===== config.mk =====
export PLATFORM = sky130hd
export DESIGN_NAME = pmic_output_discharge_config
export DESIGN_NICKNAME = d
export VERILOG_FILES = /design/src/common/pmic_cfg_pkg.sv /design/src/hw/pmic_output_discharge_config.sv /design/src/hw/serial_reg_slave.sv
export SDC_FILE = /design/constraint.sdc
export NUM_CORES = 1
export LEC_CHECK = 0
export ABC_AREA = 0
export BUFFER_PORTS_ARGS = -buffer_cell sky130_fd_sc_hd__clkbuf_2
export CORE_UTILIZATION = 47
export DETAILED_ROUTE_END_ITERATION = 7
export PLACE_DENSITY = 0.67
export REMOVE_ABC_BUFFERS = 1
export SLEW_MARGIN = 10
export SYNTH_ARGS = -nofsm -noshare
export SYNTH_HDL_FRONTEND = slang
export SYNTH_SLANG_ARGS = --single-unit

===== constraint.sdc =====
create_clock -name mclk -period 3.83 [get_ports mclk]
set_input_delay 0.383 -clock mclk [delete_from_list [all_inputs] [get_ports mclk]]
set_output_delay 0.383 -clock mclk [all_outputs]
set_load 0.02 [all_outputs]

===== src/common/pmic_cfg_pkg.sv =====
/*
  Shared constants and types for the output discharge and power-on delay
  register bank. Assumes a 200 MHz core clock and 8-bit registers behind
  a two-wire serial slave.
*/
package pmic_cfg_pkg;

  // ----------------------------------------------------------------
  // Register offsets
  // ----------------------------------------------------------------
  localparam logic [7:0] OFS_DISCHARGE  = 8'h06;
  localparam logic [7:0] OFS_LED_OVP    = 8'h07;
  localparam logic [7:0] OFS_SPARE      = 8'h08;
  localparam logic [7:0] OFS_ON_DLY_3_2 = 8'h09;

  // ----------------------------------------------------------------
  // Field positions
  // ----------------------------------------------------------------
  localparam int DIS_CH10_POS = 5;
  localparam int DIS_CH5_POS  = 4;
  localparam int DIS_CH4_POS  = 3;
  localparam int DIS_CH3_POS  = 2;
  localparam int OVP_LSB      = 0;
  localparam int OVP_W        = 3;
  localparam int DLY_CH2_LSB  = 0;
  localparam int DLY_CH3_LSB  = 4;
  localparam int DLY_W        = 4;

  // ----------------------------------------------------------------
  // Reset values
  // ----------------------------------------------------------------
  localparam logic [7:0] RST_DISCHARGE = 8'h1c;
  localparam logic [7:0] RST_LED_OVP   = 8'h06;
  localparam logic [7:0] RST_SPARE     = 8'h00;
  // On-delay preset per power sequence selection
  localparam logic [7:0] RST_ON_DLY_SEQ [4] = '{8'h00, 8'h12, 8'h24, 8'h48};

  // ----------------------------------------------------------------
  // Timing
  // ----------------------------------------------------------------
  localparam int CLK_KHZ      = 200000;
  localparam int DLY_UNIT_MS  = 2;
  localparam int DLY_UNIT_CYC = DLY_UNIT_MS * CLK_KHZ;
  localparam int DLY_CNT_W    = 24;

  // Serial slave address (arbitrary value)
  localparam logic [6:0] DEV_ADDR_DEFAULT = 7'h2a;

  // ----------------------------------------------------------------
  // Types
  // ----------------------------------------------------------------
  typedef enum logic [1:0] {PWR_OFF, PWR_WAIT, PWR_ON} pwr_e;

  typedef struct packed {
    logic       en;
    logic [7:0] addr;
    logic [7:0] data;
  } reg_wr_s;

  typedef struct packed {
    logic ch10;
    logic ch5;
    logic ch4;
    logic ch3;
  } disch_s;

endpackage


===== src/hw/pmic_output_discharge_config.sv =====
/*
  Output discharge enables, LED boost overvoltage code, spare register
  and channel 3/2 power-on delay registers with their channel logic.
  Assumes the sequencer drives turn-on requests and channel running flags,
  synchronous to mclk, and a host on the two-wire serial pins.
*/
// Functional notes
// - Channel 10 output is pulled down while off if its bit is 1; resets 0.
// - Channel 5 output is pulled down while off if its bit is 1; resets 1.
// - Channel 4 output is pulled down while off if its bit is 1; resets 1.
// - Channel 3 output is pulled down while off if its bit is 1; resets 1.
module pmic_output_discharge_config
  import pmic_cfg_pkg::*;
#(
  parameter int         DELAY_UNIT_CYCLES = DLY_UNIT_CYC,
  parameter logic [6:0] DEV_ADDR          = DEV_ADDR_DEFAULT
)
(
  // Clock and reset
  input  wire logic                 mclk,
  input  wire logic                 rst_b,
  // Serial pins
  input  wire logic                 scl_i,
  input  wire logic                 sda_i,
  output      logic                 sda_o,
  output      logic                 sda_oe,
  // Sequencer side
  input  wire logic [1:0]           power_sequence_selection,
  input  wire pmic_cfg_pkg::disch_s ch_running,
  input  wire logic                 ch3_on_req,
  input  wire logic                 ch2_on_req,
  // Channel controls
  output      pmic_cfg_pkg::disch_s ch_pulldown,
  output      logic                 ch3_enable,
  output      logic                 ch2_enable,
  output      logic [2:0]           led_boost_overvoltage_code
);
  import pmic_cfg_pkg::*;

  reg_wr_s    wr;
  logic [7:0] rd_addr;
  logic [7:0] rd_data;
  logic       sda_o_c;
  logic       sda_oe_c;

  logic       ch10_output_pulldown_enable_q;
  logic       ch5_output_pulldown_enable_q;
  logic       ch4_output_pulldown_enable_q;
  logic       ch3_output_pulldown_enable_q;
  logic [2:0] ovp_q;
  logic [3:0] ch3_turn_on_delay_code_q;
  logic [3:0] ch2_turn_on_delay_code_q;
  logic       sda_oe_q;
  disch_s     pd_q;

  pwr_e                 pst_q [2];
  logic [DLY_CNT_W-1:0] dcnt_q [2];
  logic [3:0]           code_lat_q [2];
  logic [1:0]           on_q;
  logic [1:0]           req;
  logic [3:0]           code [2];

  function automatic logic [DLY_CNT_W-1:0] dly_cycles(input logic [3:0] c);
    dly_cycles = DLY_CNT_W'(int'(c) * DELAY_UNIT_CYCLES);
  endfunction

  assign req     = {ch3_on_req, ch2_on_req};
  assign code[0] = ch2_turn_on_delay_code_q;
  assign code[1] = ch3_turn_on_delay_code_q;

  // ----------------------------------------------------------------
  // Serial slave
  // ----------------------------------------------------------------
  serial_reg_slave #(
    .DEV_ADDR (DEV_ADDR)
  ) u_slave (
    .mclk    (mclk),
    .rst_b   (rst_b),
    .scl_i   (scl_i),
    .sda_i   (sda_i),
    .sda_o   (sda_o_c),
    .sda_oe  (sda_oe_c),
    .wr      (wr),
    .rd_addr (rd_addr),
    .rd_data (rd_data)
  );

  always_ff @(posedge mclk)
  begin
    sda_oe_q <= rst_b & sda_oe_c;
    sda_o    <= sda_o_c;
  end
  assign sda_oe = sda_oe_q;

  // ----------------------------------------------------------------
  // Register writes
  // ----------------------------------------------------------------
  always_ff @(posedge mclk)
  begin
    if (!rst_b)
    begin
      ch10_output_pulldown_enable_q <= RST_DISCHARGE[DIS_CH10_POS];
      ch5_output_pulldown_enable_q  <= RST_DISCHARGE[DIS_CH5_POS];
      ch4_output_pulldown_enable_q  <= RST_DISCHARGE[DIS_CH4_POS];
      ch3_output_pulldown_enable_q  <= RST_DISCHARGE[DIS_CH3_POS];
      ovp_q                         <= RST_LED_OVP[OVP_LSB +: OVP_W];
      ch3_turn_on_delay_code_q      <=
        RST_ON_DLY_SEQ[power_sequence_selection][DLY_CH3_LSB +: DLY_W];
      ch2_turn_on_delay_code_q      <=
        RST_ON_DLY_SEQ[power_sequence_selection][DLY_CH2_LSB +: DLY_W];
    end
    else if (wr.en)
    begin
      if (wr.addr == OFS_DISCHARGE)
      begin
        ch10_output_pulldown_enable_q <= wr.data[DIS_CH10_POS];
        ch5_output_pulldown_enable_q  <= wr.data[DIS_CH5_POS];
        ch4_output_pulldown_enable_q  <= wr.data[DIS_CH4_POS];
        ch3_output_pulldown_enable_q  <= wr.data[DIS_CH3_POS];
      end
      if (wr.addr == OFS_LED_OVP)
        ovp_q <= wr.data[OVP_LSB +: OVP_W];
      if (wr.addr == OFS_ON_DLY_3_2)
      begin
        ch3_turn_on_delay_code_q <= wr.data[DLY_CH3_LSB +: DLY_W];
        ch2_turn_on_delay_code_q <= wr.data[DLY_CH2_LSB +: DLY_W];
      end
    end
  end

  // ----------------------------------------------------------------
  // Register reads
  // ----------------------------------------------------------------
  always_comb
  begin
    rd_data = 8'h00;
    unique case (rd_addr)
      OFS_DISCHARGE:
      begin
        rd_data[DIS_CH10_POS] = ch10_output_pulldown_enable_q;
        rd_data[DIS_CH5_POS]  = ch5_output_pulldown_enable_q;
        rd_data[DIS_CH4_POS]  = ch4_output_pulldown_enable_q;
        rd_data[DIS_CH3_POS]  = ch3_output_pulldown_enable_q;
      end
      OFS_LED_OVP:    rd_data[OVP_LSB +: OVP_W] = ovp_q;
      OFS_SPARE:      rd_data = RST_SPARE;
      OFS_ON_DLY_3_2: rd_data = {ch3_turn_on_delay_code_q, ch2_turn_on_delay_code_q};
      default:        rd_data = 8'h00;
    endcase
  end

  // ----------------------------------------------------------------
  // Output discharge
  // ----------------------------------------------------------------
  always_ff @(posedge mclk)
  begin
    if (!rst_b)
    begin
      pd_q <= '0;
      led_boost_overvoltage_code <= RST_LED_OVP[OVP_LSB +: OVP_W];
    end
    else
    begin
      pd_q.ch10 <= ch10_output_pulldown_enable_q & ~ch_running.ch10;
      pd_q.ch5  <= ch5_output_pulldown_enable_q & ~ch_running.ch5;
      pd_q.ch4  <= ch4_output_pulldown_enable_q & ~ch_running.ch4;
      pd_q.ch3  <= ch3_output_pulldown_enable_q & ~ch_running.ch3;
      led_boost_overvoltage_code <= ovp_q;
    end
  end
  assign ch_pulldown = pd_q;

  // ----------------------------------------------------------------
  // Turn-on delay, index 0 is channel 2, index 1 is channel 3
  // ----------------------------------------------------------------
  always_ff @(posedge mclk)
  begin
    for (int i = 0; i < 2; i++)
    begin
      if (!rst_b)
      begin
        pst_q[i]      <= PWR_OFF;
        dcnt_q[i]     <= '0;
        code_lat_q[i] <= 4'h0;
        on_q[i]       <= 1'b0;
      end
      else
      begin
        unique case (pst_q[i])
          PWR_OFF:
            if (req[i])
            begin
              code_lat_q[i] <= code[i];
              if (code[i] == 4'h0)
              begin
                pst_q[i] <= PWR_ON;
                on_q[i]  <= 1'b1;
              end
              else
              begin
                pst_q[i]  <= PWR_WAIT;
                dcnt_q[i] <= dly_cycles(code[i]) - DLY_CNT_W'(1);
              end
            end
          PWR_WAIT:
            if (!req[i])
              pst_q[i] <= PWR_OFF;
            else if (dcnt_q[i] == '0)
            begin
              pst_q[i] <= PWR_ON;
              on_q[i]  <= 1'b1;
            end
            else
              dcnt_q[i] <= dcnt_q[i] - DLY_CNT_W'(1);
          PWR_ON:
            if (!req[i])
            begin
              pst_q[i] <= PWR_OFF;
              on_q[i]  <= 1'b0;
            end
          default: pst_q[i] <= PWR_OFF;
        endcase
      end
    end
  end
  assign ch2_enable = on_q[0];
  assign ch3_enable = on_q[1];

  // ----------------------------------------------------------------
  // Checks
  // ----------------------------------------------------------------
  logic [DLY_CNT_W-1:0] elapsed_q [2];

  always_ff @(posedge mclk)
  begin
    for (int i = 0; i < 2; i++)
      elapsed_q[i] <= (rst_b && req[i] && !on_q[i]) ? elapsed_q[i] + DLY_CNT_W'(1) : '0;
  end

  a_ch10_pulldown_follow: assert property (
    @(posedge mclk) disable iff (!rst_b)
    $past(rst_b) |-> pd_q.ch10 == $past(ch10_output_pulldown_enable_q && !ch_running.ch10))
    else $error("ch10 pulldown mismatch");
  a_ch5_pulldown_follow: assert property (
    @(posedge mclk) disable iff (!rst_b)
    $past(rst_b) |-> pd_q.ch5 == $past(ch5_output_pulldown_enable_q && !ch_running.ch5))
    else $error("ch5 pulldown mismatch");
  a_ch4_pulldown_follow: assert property (
    @(posedge mclk) disable iff (!rst_b)
    $past(rst_b) |-> pd_q.ch4 == $past(ch4_output_pulldown_enable_q && !ch_running.ch4))
    else $error("ch4 pulldown mismatch");
  a_ch3_pulldown_follow: assert property (
    @(posedge mclk) disable iff (!rst_b)
    $past(rst_b) |-> pd_q.ch3 == $past(ch3_output_pulldown_enable_q && !ch_running.ch3))
    else $error("ch3 pulldown mismatch");
  a_discharge_reset_value: assert property (
    @(posedge mclk)
    $rose(rst_b) |-> {ch10_output_pulldown_enable_q, ch5_output_pulldown_enable_q,
                      ch4_output_pulldown_enable_q, ch3_output_pulldown_enable_q} == 4'b0111)
    else $error("discharge enables wrong after reset");
  a_discharge_write_lands: assert property (
    @(posedge mclk) disable iff (!rst_b)
    (wr.en && wr.addr == OFS_DISCHARGE) |=> ##1
      ch_running.ch5 || pd_q.ch5 == $past(wr.data[DIS_CH5_POS], 2))
    else $error("discharge write not applied");
  a_ch2_delay_exact: assert property (
    @(posedge mclk) disable iff (!rst_b)
    $rose(on_q[0]) |-> elapsed_q[0] == dly_cycles(code_lat_q[0]) + DLY_CNT_W'(1))
    else $error("ch2 turn-on delay wrong");
  a_ch3_delay_exact: assert property (
    @(posedge mclk) disable iff (!rst_b)
    $rose(on_q[1]) |-> elapsed_q[1] == dly_cycles(code_lat_q[1]) + DLY_CNT_W'(1))
    else $error("ch3 turn-on delay wrong");
  a_zero_code_immediate: assert property (
    @(posedge mclk) disable iff (!rst_b)
    (pst_q[1] == PWR_OFF && ch3_on_req && ch3_turn_on_delay_code_q == 4'h0) |=> ch3_enable)
    else $error("ch3 zero delay not immediate");

endmodule


===== src/hw/serial_reg_slave.sv =====
/*
  Two-wire serial slave: pointer write, data writes and reads with auto
  increment. Assumes scl and sda are synchronous to mclk and that read
  data for the current pointer is available combinationally.
*/
module serial_reg_slave
  import pmic_cfg_pkg::*;
#(
  parameter logic [6:0] DEV_ADDR = DEV_ADDR_DEFAULT
)
(
  // Clock and reset
  input  wire logic                 mclk,
  input  wire logic                 rst_b,
  // Serial pins
  input  wire logic                 scl_i,
  input  wire logic                 sda_i,
  output      logic                 sda_o,
  output      logic                 sda_oe,
  // Register side
  output      pmic_cfg_pkg::reg_wr_s wr,
  output      logic [7:0]           rd_addr,
  input  wire logic [7:0]           rd_data
);
  import pmic_cfg_pkg::*;

  typedef enum logic [2:0] {S_IDLE, S_RX, S_ACK, S_TX, S_TXACK} ser_e;
  typedef enum logic [1:0] {PH_ADDR, PH_PTR, PH_DATA} phase_e;

  ser_e       st_q;
  phase_e     ph_q;
  logic       scl_q;
  logic       sda_q;
  logic [7:0] sh_q;
  logic [2:0] cnt_q;
  logic       got_q;
  logic       rw_q;
  logic       mack_q;
  logic [7:0] ptr_q;
  logic       oe_q;
  reg_wr_s    wr_q;

  logic scl_rise;
  logic scl_fall;
  logic start_c;
  logic stop_c;

  assign scl_rise = scl_i & ~scl_q;
  assign scl_fall = ~scl_i & scl_q;
  assign start_c  = scl_i & scl_q & sda_q & ~sda_i;
  assign stop_c   = scl_i & scl_q & ~sda_q & sda_i;

  assign sda_o   = 1'b0;
  assign sda_oe  = oe_q;
  assign wr      = wr_q;
  assign rd_addr = ptr_q;

  // ----------------------------------------------------------------
  // Pin history
  // ----------------------------------------------------------------
  always_ff @(posedge mclk)
  begin
    scl_q <= scl_i;
    sda_q <= sda_i;
  end

  // ----------------------------------------------------------------
  // Protocol engine
  // ----------------------------------------------------------------
  always_ff @(posedge mclk)
  begin
    wr_q.en <= 1'b0;
    if (!rst_b)
    begin
      st_q   <= S_IDLE;
      ph_q   <= PH_ADDR;
      sh_q   <= 8'h00;
      cnt_q  <= 3'h0;
      got_q  <= 1'b0;
      rw_q   <= 1'b0;
      mack_q <= 1'b0;
      ptr_q  <= 8'h00;
      oe_q   <= 1'b0;
      wr_q   <= '0;
    end
    else if (start_c)
    begin
      st_q  <= S_RX;
      ph_q  <= PH_ADDR;
      cnt_q <= 3'h0;
      got_q <= 1'b0;
      oe_q  <= 1'b0;
    end
    else if (stop_c)
    begin
      st_q <= S_IDLE;
      oe_q <= 1'b0;
    end
    else
    begin
      unique case (st_q)
        S_IDLE: ;
        S_RX:
          if (scl_rise)
          begin
            sh_q  <= {sh_q[6:0], sda_i};
            cnt_q <= cnt_q + 3'h1;
            got_q <= (cnt_q == 3'h7);
          end
          else if (scl_fall && got_q)
          begin
            got_q <= 1'b0;
            st_q  <= S_ACK;
            oe_q  <= 1'b1;
            unique case (ph_q)
              PH_ADDR:
                if (sh_q[7:1] == DEV_ADDR)
                  rw_q <= sh_q[0];
                else
                begin
                  st_q <= S_IDLE;
                  oe_q <= 1'b0;
                end
              PH_PTR:  ptr_q <= sh_q;
              PH_DATA:
              begin
                wr_q  <= '{en: 1'b1, addr: ptr_q, data: sh_q};
                ptr_q <= ptr_q + 8'h01;
              end
            endcase
          end
        S_ACK:
          if (scl_fall)
          begin
            cnt_q <= 3'h0;
            if (ph_q == PH_ADDR && rw_q)
            begin
              sh_q <= {rd_data[6:0], 1'b0};
              oe_q <= ~rd_data[7];
              st_q <= S_TX;
            end
            else
            begin
              oe_q <= 1'b0;
              st_q <= S_RX;
              ph_q <= (ph_q == PH_ADDR) ? PH_PTR : PH_DATA;
            end
          end
        S_TX:
          if (scl_fall)
          begin
            cnt_q <= cnt_q + 3'h1;
            if (cnt_q == 3'h7)
            begin
              oe_q  <= 1'b0;
              ptr_q <= ptr_q + 8'h01;
              st_q  <= S_TXACK;
            end
            else
            begin
              oe_q <= ~sh_q[7];
              sh_q <= {sh_q[6:0], 1'b0};
            end
          end
        S_TXACK:
          if (scl_rise)
            mack_q <= ~sda_i;
          else if (scl_fall)
          begin
            cnt_q <= 3'h0;
            if (mack_q)
            begin
              sh_q <= {rd_data[6:0], 1'b0};
              oe_q <= ~rd_data[7];
              st_q <= S_TX;
            end
            else
              st_q <= S_IDLE;
          end
        default: st_q <= S_IDLE;
      endcase
    end
  end

endmodule


==> reports/results.ini <==
[detailed_routing]
wirelength_um = 17500
ant_nets = 0
vias_per_cell = 5.68
wl_per_cell_um = 15.3
vias = 6526
firstDrtPassIters = 5
drt_iter0_drc = 371
drc = 0

[cells_and_area]
nFillCells = 1554
diodes = 0
fin_nets = 977
fin_util_pct = 54.5
design_area_um2 = 9110
drive_gt1_share_pct = 9.26
areaGrowthSynthToFinish_pct = 12.4

[global_route]
grt_pass1_vias = 6066
grt_max_degree = 38
track_usage_pct = 20.6
overflow = 0
grt_pass1_wl_um = 29200
antenna_found_initial = 0

[power]
ir_drop_mv = 0.347
leakage_uw = 0.00343
p_per_area_nw_per_um2 = 443

[setup_path]
crit_buf_inv = 2
cp.depth = 12
slowest_delay_ns = 0.49
crit_fanout = 7
worstPathArrival_ns = 3.68
path_cells = inv_1, ha_1, ha_1, ha_1, a21o_1, a221oi_4, xnor2_1, nor4_1, buf_4, nand2_1, xnor2_1, o22ai_1
crit_type = reg -> reg
endpoint_kind = flip-flop
cpLargestDelayFamily = adder cells
worst_path_max_delay_cell = edfxtp_1
ff2ff_path_depth = 12
crit_path_start_kind = flip-flop
crit_top_cell = ha_1
required_ns = 3.97

[sta]
timing.final.max_slew_violations = 0
fin_hold_ws_ns = 0.107
worst_pin_slew_ns = 1.00
slew_headroom_pct = 32.8
hold_viol = 0
min_period_over_period_pct = 92.4
fmax_mhz = 283
finalSetupTns_ns = 0
skew_ns = 0.00597
fin_crit_ns = 3.54
finalSetupViolations = 0
rsz0062_at_grt = no

[placement]
place_area_um2 = 8470
hpwl_um = 12600
io_buffers = 21
place.gp.congestion = 0.802

[synthesis]
synth_top_area_share_pct = 22.2
synth.cell_area_um2 = 8100
synth_cell_types = 74
ys_seq_area_share_pct = 38.0
synth.avg_cell_area_um2 = 9.01
synth_edf_count = 60
yosys_warnings = 0
async_flop_share_pct = 0
synth_area_leaders = edfxtp_1 (22%), dfxtp_1 (16%), ha_1 (7.4%), xnor2_1 (5.9%), nor2_1 (5.0%)
synthFlopType = dfxtp_1
synth_seq_cells = 124
yosysTopAreaCell = edfxtp_1
yosysMostFrequentCell = nor2_1
ys_top_cells_by_count = nor2_1 (107), nand2_1 (67), dfxtp_1 (64)
synthCells = 899

[flow_run]
drv_cap = 0

[floorplanning]
rows = 47
coreArea_um2 = 16700
die_w_um = 133
die_y_um = 133
die_area_um2 = 17800
initial_core_util_pct = 48.5
ios = 23

[run_status]
status = completed

[worst_hold_path]
hold_class = in -> reg
whs_path_depth = 2

[clock_network]
clkTransAtPathRegs_ns = 0.06
clock_latency_ns = 0.43
cts_made_buffers = 17
cts_tree = yes
cts_root_buf = clkbuf_16
clockBufferDepth = 2
cts-hold-fix-buffers = 0
clock_sinks = 124
cts_htree_levels = 4

## final timing paths
kind,start,end,slack [ns]
setup / recovery,ch2_turn_on_delay_code_q[2],dcnt_q[0][19],0.29
hold / removal,ch_running[3],ch_pulldown[3],0.11
setup reg to reg,ch2_turn_on_delay_code_q[2],dcnt_q[0][19],0.29
hold reg to reg,u_slave.cnt_q[1],u_slave.cnt_q[1],0.46
## area by class of cell
class	count	area, um2	share of cell area, %
clock buffer	26	574	6.31
clock inverter	6	41.3	0.453
inverter	24	90.1	0.989
multi-input combinational	712	4800	52.8
sequential	124	3080	33.9
tap	220	275	3.02
timing repair buffer	37	238	2.61
## layer usage
| metal | track usage (%) | part of all wire [%] | vias up |
|---|---|---|---|
| li1 | - | - | 3306 |
| met1 | 27.7 | 48 | 3067 |
| met2 | 32.6 | 46 | 124 |
| met3 | 4.07 | 4.1 | 29 |
| met5 | 0 | 0 | - |
| met4 | 7.83 | 1.8 | 0 |
## registers in the layout, summed over array words and instances (netlist names), 2 cells and up
register                    count
ch2_turn_on_delay_code_q        4
ch3_turn_on_delay_code_q        4
ch_pulldown                     4
dcnt_q                         48
led_boost_overvoltage_code      3
on_q                            2
ovp_q                           3
pst_q                           4
u_slave.cnt_q                   3
u_slave.ph_q                    2
u_slave.rd_addr                 8
u_slave.sh_q                    8
u_slave.st_q                    3
u_slave.wr                     17
## report_power, final
part,internal (uW),switching (uW),leakage [uW]
Clock,1030,589,0.000303
Sequential,1520,104,0.00115
Combinational,330,464,0.00198
Total,2880,1160,0.00343
## through the flow
stage,power [uW],std cells,worst slack [ns]
finish,4040,1149,0.291
global route,4210,1149,0.0440
CTS,4060,1149,0.267
detailed placement,2420,1117,0.293
floorplan,2220,860,0.387
global placement,2410,1117,0.351
## layout by cell type, fill, tap and decap left out, drive strengths merged, types with 3 or more instances in the layout
| cell | n |
|---|---|
| nor3b | 15 |
| nand3 | 26 |
| a21o | 13 |
| a221oi | 6 |
| o22ai | 34 |
| nand4 | 11 |
| clkbuf | 47 |
| a211oi | 8 |
| o21ai | 32 |
| nand2 | 67 |
| dfxtp | 64 |
| and2 | 13 |
| o21a | 8 |
| mux2i | 32 |
| a22oi | 3 |
| edfxtp | 60 |
| a311oi | 4 |
| a31oi | 6 |
| xor2 | 32 |
| nor2 | 107 |
| nor4b | 5 |
| nor4 | 12 |
| clkinv | 4 |
| or4 | 3 |
| xnor2 | 55 |
| nor2b | 20 |
| nand2b | 12 |
| nor3 | 27 |
| ha | 48 |
| buf | 16 |
| o211ai | 6 |
| inv | 25 |
| and3 | 11 |
| nand3b | 6 |
| a21oi | 47 |
| or3 | 11 |
## kinds of logic after synthesis
kind of cell | count (synthesis) | synth area share (%)
AND/OR/NAND/NOR | 355 | 22.6
AO/OA/AOI/OAI | 187 | 15.0
flip-flops | 124 | 38.0
XOR/XNOR | 87 | 9.40
buffers and inverters | 63 | 3.06
adder cells (fa/ha/maj) | 49 | 7.66
multiplexers | 33 | 4.25
other | 1 | 0.0463
## what timing repair did
action                                  4_1_cts  5_1_grt
buffers inserted                              0        0
endpoints found under the setup margin        0        2
gates resized for setup                       0        2
Power figures use the tool's default switching activity.
